### src/rtl/bscr_pkg.sv
// shared constants, field layouts and carrier types of the backup control register bank
package bscr_pkg;

  // register offsets on the peripheral bus (byte addresses)
  localparam logic [9:0] OFS_INT_ENABLE      = 10'h000;
  localparam logic [9:0] OFS_INT_DISABLE     = 10'h004;
  localparam logic [9:0] OFS_INT_MASK        = 10'h008;
  localparam logic [9:0] OFS_PENDING_STATUS  = 10'h00c;
  localparam logic [9:0] OFS_PENDING_CLEAR   = 10'h010;
  localparam logic [9:0] OFS_READY_STATUS    = 10'h014;
  localparam logic [9:0] OFS_UNLOCK          = 10'h018;
  localparam logic [9:0] OFS_XTAL_CONTROL    = 10'h020;

  // implemented bits of the interrupt registers and of the ready-status register
  localparam logic [31:0] PENDING_BITS       = 32'h800017ff;
  localparam logic [31:0] READY_BITS         = 32'h00001fff;
  localparam int          ACCESS_ERROR_BIT   = 31;

  // unlock register fields
  localparam logic [7:0]  UNLOCK_KEY         = 8'haa;
  localparam int          UNLOCK_KEY_LSB     = 24;
  localparam int          UNLOCK_ADDR_W      = 10;

  // crystal oscillator control register
  localparam logic [31:0] XTAL_CTRL_RESET    = 32'h00000004;
  localparam logic [31:0] XTAL_CTRL_WRITABLE = 32'h0007f70d;

  localparam logic [31:0] WORD_ZERO          = 32'h00000000;

  // status levels from the analog and clock sources, bit 12 down to bit 0
  typedef struct packed {
    logic lowpower_bandgap_ready;
    logic one_mhz_rc_ready;
    logic regulator_ok;
    logic buck_stopped_switching;
    logic core_brownout_sync_done;
    logic io_brownout_sync_done;
    logic core_brownout_detected;
    logic io_brownout_detected;
    logic slow_rc_trim_saturated;
    logic slow_rc_reference_lost;
    logic slow_rc_locked;
    logic slow_rc_trim_ready;
    logic slow_crystal_ready;
  } bscr_source_status_t;

  // crystal oscillator control fields as laid out in the register
  typedef struct packed {
    logic       reserved_top;
    logic [11:0] unused_30_19;
    logic [2:0] startup;
    logic [3:0] crystal_drive_current;
    logic       unused_11;
    logic [2:0] mode;
    logic [3:0] unused_7_4;
    logic       one_khz_output_enable;
    logic       thirtytwo_khz_output_enable;
    logic       unused_1;
    logic       slow_crystal_enable;
  } bscr_xtal_ctrl_t;

  // place the source levels at their register bit positions
  function automatic logic [31:0] status_word(input bscr_source_status_t s);
    status_word = {19'h00000, s};
  endfunction

endpackage

### src/rtl/bscr_pending_flags.sv
// sticky pending flags: hardware sets, software clears, set wins over clear
`timescale 1ns/1ns
module bscr_pending_flags #(
  parameter int W = 32
) (
  // clock and reset
  input  wire logic         clk_i,
  input  wire logic         nrst_i,
  // set and clear strobes, one bit per flag
  input  wire logic [W-1:0] set_i,
  input  wire logic [W-1:0] clr_i,
  // flag state
  output logic      [W-1:0] flags_o
);

  logic [W-1:0] flags_reg;
  logic [W-1:0] flags_next;

  // an event in the clearing cycle survives the clear
  assign flags_next = set_i | (flags_reg & ~clr_i);

  always_ff @(posedge clk_i or negedge nrst_i) begin
    if (!nrst_i) begin
      flags_reg <= '0;
    end else begin
      flags_reg <= flags_next;
    end
  end

  assign flags_o = flags_reg;

endmodule

### src/rtl/bscr_regs.sv
// backup domain control: interrupt, ready-status, unlock and crystal control registers
`timescale 1ns/1ns

// Function
// - A pending bit sets on its event and holds until cleared.
// - Pending-status reads 1 when pending, 0 when cleared; read-only.
// - Writing one to the clear register clears that pending bit.
// - Writing zero to the clear register changes nothing.
// - Bit 12 reads 1 only when the low-power bandgap is ready.
// - Bit 11 reads 1 only when the 1 MHz RC oscillator is ready.
// - Bit 9 reads 1 once the buck regulator stopped switching on request.
// - Bits 8 and 7 read 0 while brown-out settings synchronise.
// - Bits 6 and 5 set when a brown-out detector sees low supply.
// - Bit 4 sets when slow RC calibration saturates the fine trim.
// - Bit 3 reads 1 when the slow RC reference has stopped.
// - Bit 2 reads 1 once the slow RC oscillator is locked.
// - Bit 1 reads 1 once trim values are valid and writes committed.
// - Bit 0 reads 1 only when the slow crystal oscillator is ready.
// - The unlock arms only with key 0xaa in bits 31 to 24.
// - The unlock takes the 10-bit target offset from bits 9 to 0.
// - Crystal control resets to 0x00000004 only on power-on reset.
// - Enable register sets mask bits; disable register clears them.
// - Crystal control bit 0 switches the slow crystal oscillator on or off.
module bscr_regs (
  // clock and resets
  input  wire logic                          clk_i,
  input  wire logic                          nrst_i,
  input  wire logic                          npor_i,
  // peripheral bus register port, one-cycle access strobe
  input  wire logic                          pb_sel_i,
  input  wire logic                          pb_write_i,
  input  wire logic [9:0]                    pb_addr_i,
  input  wire logic [31:0]                   pb_wdata_i,
  output logic      [31:0]                   pb_rdata_o,
  output logic                               pb_ready_o,
  // status levels from the sources
  input  wire bscr_pkg::bscr_source_status_t source_status_i,
  // controls and interrupt request
  output bscr_pkg::bscr_xtal_ctrl_t          xtal_ctrl_o,
  output logic                               slow_crystal_enable_o,
  output logic                               irq_o
);

  // ---------------------------------------------------------------
  // address decode
  // ---------------------------------------------------------------
  wire access   = pb_sel_i;
  wire wr       = pb_sel_i & pb_write_i;
  wire rd       = pb_sel_i & ~pb_write_i;
  wire hit_ier  = (pb_addr_i == bscr_pkg::OFS_INT_ENABLE);
  wire hit_idr  = (pb_addr_i == bscr_pkg::OFS_INT_DISABLE);
  wire hit_imr  = (pb_addr_i == bscr_pkg::OFS_INT_MASK);
  wire hit_isr  = (pb_addr_i == bscr_pkg::OFS_PENDING_STATUS);
  wire hit_icr  = (pb_addr_i == bscr_pkg::OFS_PENDING_CLEAR);
  wire hit_pcsr = (pb_addr_i == bscr_pkg::OFS_READY_STATUS);
  wire hit_unl  = (pb_addr_i == bscr_pkg::OFS_UNLOCK);
  wire hit_xtal = (pb_addr_i == bscr_pkg::OFS_XTAL_CONTROL);

  // write strobes; read-only offsets simply ignore writes
  wire wr_ier   = wr & hit_ier;
  wire wr_idr   = wr & hit_idr;
  wire wr_icr   = wr & hit_icr;
  wire wr_unl   = wr & hit_unl;
  wire wr_xtal  = wr & hit_xtal;

  // ---------------------------------------------------------------
  // write protection of the crystal control register
  // ---------------------------------------------------------------
  logic unlock_granted;

  bscr_unlock_guard #(
    .AW (bscr_pkg::UNLOCK_ADDR_W)
  ) u_unlock (
    .clk_i       (clk_i),
    .nrst_i      (nrst_i),
    .access_i    (access),
    .unlock_wr_i (wr_unl),
    .key_i       (pb_wdata_i[bscr_pkg::UNLOCK_KEY_LSB +: 8]),
    .key_addr_i  (pb_wdata_i[bscr_pkg::UNLOCK_ADDR_W-1:0]),
    .addr_i      (pb_addr_i),
    .granted_o   (unlock_granted)
  );

  // a locked write is dropped and flagged instead
  wire xtal_write_ok  = wr_xtal & unlock_granted;
  wire xtal_write_bad = wr_xtal & ~unlock_granted;

  // ---------------------------------------------------------------
  // source status sampling
  // ---------------------------------------------------------------
  logic [31:0] status_reg;
  logic [31:0] status_next;
  logic [31:0] status_prev_reg;

  // one flop aligns the levels to the bus clock and keeps reads glitch free
  assign status_next = bscr_pkg::status_word(source_status_i) & bscr_pkg::READY_BITS;

  always_ff @(posedge clk_i or negedge nrst_i) begin
    if (!nrst_i) begin
      status_reg      <= bscr_pkg::WORD_ZERO;
      status_prev_reg <= bscr_pkg::WORD_ZERO;
    end else begin
      status_reg      <= status_next;
      status_prev_reg <= status_reg;
    end
  end

  // ---------------------------------------------------------------
  // pending events
  // ---------------------------------------------------------------
  logic [31:0] event_set;
  logic [31:0] pending_clr;
  logic [31:0] pending;
  logic [31:0] access_error_set;

  // a rising status level is the event; bit 11 has no pending flag
  assign access_error_set = {xtal_write_bad, 31'h00000000};
  assign event_set   = ((status_reg & ~status_prev_reg) | access_error_set)
                       & bscr_pkg::PENDING_BITS;
  assign pending_clr = (wr_icr ? pb_wdata_i : bscr_pkg::WORD_ZERO)
                       & bscr_pkg::PENDING_BITS;

  bscr_pending_flags #(
    .W (32)
  ) u_pending (
    .clk_i   (clk_i),
    .nrst_i  (nrst_i),
    .set_i   (event_set),
    .clr_i   (pending_clr),
    .flags_o (pending)
  );

  // ---------------------------------------------------------------
  // interrupt mask
  // ---------------------------------------------------------------
  logic [31:0] mask_reg;
  logic [31:0] mask_next;
  logic [31:0] mask_set;
  logic [31:0] mask_clr;

  // only one access per cycle, so enable and disable never collide
  assign mask_set  = (wr_ier ? pb_wdata_i : bscr_pkg::WORD_ZERO) & bscr_pkg::PENDING_BITS;
  assign mask_clr  = (wr_idr ? pb_wdata_i : bscr_pkg::WORD_ZERO) & bscr_pkg::PENDING_BITS;
  assign mask_next = (mask_reg | mask_set) & ~mask_clr;

  always_ff @(posedge clk_i or negedge nrst_i) begin
    if (!nrst_i) begin
      mask_reg <= bscr_pkg::WORD_ZERO;
    end else begin
      mask_reg <= mask_next;
    end
  end

  // ---------------------------------------------------------------
  // interrupt request
  // ---------------------------------------------------------------
  logic irq_reg;
  logic irq_next;

  // registered so the output never glitches between pending and mask updates
  assign irq_next = |(pending & mask_reg);

  always_ff @(posedge clk_i or negedge nrst_i) begin
    if (!nrst_i) begin
      irq_reg <= 1'b0;
    end else begin
      irq_reg <= irq_next;
    end
  end

  assign irq_o = irq_reg;

  // ---------------------------------------------------------------
  // crystal oscillator control, power-on reset only
  // ---------------------------------------------------------------
  logic [31:0] xtal_reg;
  logic [31:0] xtal_next;

  // reserved and unused bits are never stored, so bit 31 always reads zero
  assign xtal_next = xtal_write_ok ? (pb_wdata_i & bscr_pkg::XTAL_CTRL_WRITABLE)
                                   : xtal_reg;

  // system resets leave this register alone so the crystal keeps running
  always_ff @(posedge clk_i or negedge npor_i) begin
    if (!npor_i) begin
      xtal_reg <= bscr_pkg::XTAL_CTRL_RESET;
    end else begin
      xtal_reg <= xtal_next;
    end
  end

  assign xtal_ctrl_o           = bscr_pkg::bscr_xtal_ctrl_t'(xtal_reg);
  assign slow_crystal_enable_o = xtal_ctrl_o.slow_crystal_enable;

  // ---------------------------------------------------------------
  // read data
  // ---------------------------------------------------------------
  logic [31:0] rdata_reg;
  logic [31:0] rdata_next;
  logic [31:0] rd_mux;
  logic        ready_reg;

  // write-only and unmapped offsets read as zero
  always_comb begin
    rd_mux = bscr_pkg::WORD_ZERO;
    if (hit_imr) begin
      rd_mux = mask_reg;
    end else if (hit_isr) begin
      rd_mux = pending;
    end else if (hit_pcsr) begin
      rd_mux = status_reg;
    end else if (hit_xtal) begin
      rd_mux = xtal_reg;
    end
  end

  // read data stands until the next read
  assign rdata_next = rd ? rd_mux : rdata_reg;

  always_ff @(posedge clk_i or negedge nrst_i) begin
    if (!nrst_i) begin
      rdata_reg <= bscr_pkg::WORD_ZERO;
      ready_reg <= 1'b0;
    end else begin
      rdata_reg <= rdata_next;
      ready_reg <= access;
    end
  end

  assign pb_rdata_o = rdata_reg;
  assign pb_ready_o = ready_reg;

endmodule

### src/rtl/bscr_unlock_guard.sv
// one-shot write unlock for a protected register offset
`timescale 1ns/1ns
module bscr_unlock_guard #(
  parameter int AW = 10
) (
  // clock and reset
  input  wire logic          clk_i,
  input  wire logic          nrst_i,
  // bus access seen this cycle
  input  wire logic          access_i,
  input  wire logic          unlock_wr_i,
  input  wire logic [7:0]    key_i,
  input  wire logic [AW-1:0] key_addr_i,
  input  wire logic [AW-1:0] addr_i,
  // the current access may write a protected register
  output logic               granted_o
);

  logic          armed_reg;
  logic          armed_next;
  logic [AW-1:0] target_reg;
  logic [AW-1:0] target_next;
  wire           key_ok = (key_i == bscr_pkg::UNLOCK_KEY);

  // the arm lasts for exactly the next access, whatever it is
  assign armed_next  = access_i ? (unlock_wr_i & key_ok) : armed_reg;
  assign target_next = (access_i && unlock_wr_i) ? key_addr_i : target_reg;
  assign granted_o   = armed_reg & (addr_i == target_reg);

  always_ff @(posedge clk_i or negedge nrst_i) begin
    if (!nrst_i) begin
      armed_reg  <= 1'b0;
      target_reg <= '0;
    end else begin
      armed_reg  <= armed_next;
      target_reg <= target_next;
    end
  end

endmodule

### config.mk
export PLATFORM = sky130hd
export DESIGN_NAME = bscr_regs
export DESIGN_NICKNAME = d
export VERILOG_FILES = /design/src/rtl/bscr_pkg.sv /design/src/rtl/bscr_pending_flags.sv /design/src/rtl/bscr_regs.sv /design/src/rtl/bscr_unlock_guard.sv
export SDC_FILE = /design/constraint.sdc
export NUM_CORES = 1
export LEC_CHECK = 0
export ABC_CLOCK_PERIOD_IN_PS = 4900
export BUFFER_PORTS_ARGS = -buffer_cell sky130_fd_sc_hd__buf_2
export CELL_PAD_IN_SITES_DETAIL_PLACEMENT = 0
export CELL_PAD_IN_SITES_GLOBAL_PLACEMENT = 2
export CORE_ASPECT_RATIO = 0.5
export CORE_MARGIN = 10
export CORE_UTILIZATION = 36
export CTS_BUF_LIST = sky130_fd_sc_hd__clkbuf_4
export CTS_CLUSTER_SIZE = 8
export DETAILED_ROUTE_END_ITERATION = 8
export PLACE_DENSITY = 0.95
export SYNTH_ARGS = -nofsm -noshare
export SYNTH_HDL_FRONTEND = slang
export SYNTH_SLANG_ARGS = --single-unit
### constraint.sdc
create_clock -name clk_i -period 4.9 [get_ports clk_i]
set_input_delay 0.49 -clock clk_i [delete_from_list [all_inputs] [get_ports clk_i]]
set_output_delay 0.49 -clock clk_i [all_outputs]
set_load 0.02 [all_outputs]
==> flow_summary.json <==
{
  "syn_avg_cell_area_um2": 11.9,
  "cts_resized": 0,
  "synthSimpleGateAreaFrac_pct": 8.50,
  "outcome": "completed",
  "drt_iter0_drc": 132,
  "p_per_area_nw_per_um2": 275,
  "synth-seq-cells": 97,
  "peakVddDrop_mv": 0.112,
  "cts_tree": "built",
  "core_um2": 11200,
  "groute.layer.met1.usage_pct": 16.8,
  "synth_cells": 350,
  "swShare_pct": 27.4,
  "die_area_um2": 16600,
  "max_slew_margin_pct": 21.0,
  "slew_viol_final": 0,
  "crit_type": "input pin to flop",
  "rr_worst_depth": 4,
  "vias": 2878,
  "p_int_mw": 0.966,
  "insertion_delay_ns": 0.44,
  "hold_start": "source_status_i[4]",
  "synthDistinctLibCells": 40,
  "pwr-share-comb_pct": 9.9,
  "grt_use_met3_pct": 3.96,
  "synth_fa_ha_area_share_pct": 0,
  "end_kind": "flop",
  "grt_max_degree": 85,
  "gr-total-overflow": 0,
  "start_util_pct": 37.4,
  "grt_pass1_wl_mm": 17.2,
  "netlist.area_leader.share_pct": 57.5,
  "drtPass1Iterations": 4,
  "n_antenna_cell": 0,
  "mostFrequentLayoutCells": "dfrtp_1, buf_2, conb_1",
  "use_met2_pct": 22.6,
  "port-buffer-count": 89,
  "max_slew.worst_pin.slew_ns": 1.18,
  "power_frac_seq_pct": 62.3,
  "top_usage_layer": "met2",
  "critPathMaxFanout": 13,
  "drt_wl_total_mm": 10.8,
  "final_common_cell": "dfrtp_1",
  "r2r_start": "u_unlock.target_reg[1]",
  "wl_per_cell_um": 18.0,
  "rsz0062_at_grt": "no",
  "cts-root-buf": "clkbuf_4",
  "final_hold_viol_count": 0,
  "netlist_area_um2": 4180,
  "grt_pass1_vias": 3206,
  "seq_area_frac_synth_pct": 58.1,
  "gp_congestion": 0.784,
  "start_kind": "input pin",
  "skew_ns": 0.0143,
  "yosysWarnings": 0,
  "clockPowerShare_pct": 27.8,
  "p_leak_nw": 2.39,
  "hold_end": "status_reg[4]",
  "fmax_mhz": 335,
  "finalSetupViolCount": 0,
  "crit_required_ns": 5.23,
  "final_net_count": 500,
  "die_width_um": 172,
  "path_clk_slew_ns": 0.15,
  "synth_mux_area_share_pct": 9.49,
  "dp_hpwl_mm": 7.72,
  "pin_count": 127,
  "rows": 27,
  "die_h_um": 96.2,
  "synth_area_leaders": "dfrtp_1, mux2_2, buf_4, a22o_1, a21oi_1",
  "grt_usage_pct": 13.5,
  "drive_above_1_share_pct": 33.0,
  "area_growth_pct": 15.7,
  "synth_xor_area_share_pct": 2.10,
  "setup_tns_ns": 0,
  "synth_largest_area_cell": "dfrtp_1",
  "viasPerCell": 4.76,
  "grt_antenna_before_repair": 0,
  "post-route-period-util_pct": 60.8,
  "synth-compound-area-share_pct": 13.3,
  "r2r_slack_ns": 2.67,
  "power.total_mw": 1.33,
  "cts_buffers": 9,
  "synth_top_family_by_area": "compound AO/OA/AOI/OAI gates",
  "largest_reg_flops": 20,
  "drc": 0,
  "r2r_end": "xtal_ctrl_o[16]",
  "ant_nets": 0,
  "hold_depth": 1,
  "cts.sinks": 97,
  "clock_path_buffers": 2,
  "h-tree-depth": 3,
  "worstHoldPathType": "input pin to flop",
  "drv_cap": 0,
  "arrival_ns": 3.31,
  "period_needed_ns": 2.98,
  "switchingPower_mw": 0.364
}
## worst max path at each step
stage,start,end,slack (ns)
5_1_grt,pb_addr_i[7],xtal_ctrl_o[15],1.87
3_3_place_gp,pb_addr_i[7],xtal_ctrl_o[17],1.45
4_1_cts,pb_addr_i[7],xtal_ctrl_o[16],1.94
6_report,pb_addr_i[7],xtal_ctrl_o[16],1.92
2_1_floorplan,pb_addr_i[7],xtal_ctrl_o[10],2.19
3_5_place_dp,pb_addr_i[7],xtal_ctrl_o[16],1.44
## timing repair
item	in CTS	in global routing
hold buffers	1	0
hold endpoints to repair	12	0
setup buffers	0	0
## layout make-up
cell class / instances / area, um2
clock buffer: 10 / 75.1
clock inverter: 6 / 35.0
fill: 1075 / 6350
inverter: 14 / 52.6
multi-input combinational: 223 / 1550
sequential: 97 / 2430
tap: 159 / 199
timing repair buffer: 95 / 495
## kinds of logic (layout without fill, tap and decap cells)
logic type | Yosys count | after routing
DFF | 97 | 97
AOI/OAI and AO/OA | 80 | 80
and+or+nand+nor | 66 | 66
buffers and inverters | 60 | 125
muxes | 36 | 36
xor gates and xnor gates | 10 | 10
other | 1 | 31
## synth_stat cells
master and n:
a21boi_0 1, a21oi_1 27, a221oi_1 7, a222oi_1 1
a22o_1 21, a22oi_1 14, a32oi_1 1, and3b_1 1
buf_1 1, buf_4 32, buf_6 1, clkbuf_1 11
clkbuf_2 1, conb_1 1, dfrtp_1 96, dfstp_2 1
inv_1 14, mux2_2 29, mux2i_1 7, nand2_1 15
nand2b_1 2, nand3_1 6, nand3b_1 1, nand4_1 2
nor2_1 18, nor2b_1 1, nor3_1 4, nor3b_1 1
nor4_1 6, nor4_4 1, nor4bb_1 2, o21ai_0 7
o21bai_1 1, or2_2 1, or2b_1 1, or3_1 1
or3b_2 1, or4_1 1, or4_4 1, xnor2_1 10
## routing by layer
metal | vias up | part of all wire, % | wire length, um
met4 | 0 | 0.66 | 72
met1 | 1418 | 45 | 4930
met5 | - | 0 | 0
met2 | 85 | 47 | 5060
met3 | 6 | 7.3 | 788
li1 | 1369 | - | -
## critical path: stages
cell and delay, ns:
buf_2 0.11, or4_1 0.71, or4_4 0.62, nor4_4 0.95, mux2_2 0.42
## power groups by stage
stage | sequential [mW] | combinational, mW | clock (mW)
2_1_floorplan | 0.852 | 0.0767 | 0
3_5_place_dp | 0.845 | 0.132 | 0
3_3_place_gp | 0.844 | 0.131 | 0
6_report | 0.829 | 0.132 | 0.369
4_1_cts | 0.830 | 0.133 | 0.386
5_1_grt | 0.832 | 0.147 | 0.417
## stage by stage
step | setup WS [ns] | area, um2 | std cells | util, % | hold slack (ns)
floorplan | 2.19 | 4290 | 380 | - | 0.194
global placement | 1.45 | 4710 | 587 | 42.2 | 0.386
detailed placement | 1.44 | 4710 | 587 | 42.2 | 0.388
CTS | 1.94 | 4830 | 604 | 43.2 | 0.105
global route | 1.87 | 4830 | 604 | 43.2 | 0.0941
finish | 1.92 | 4830 | 604 | 43.2 | 0.136
(Power assumes the default switching activity.)
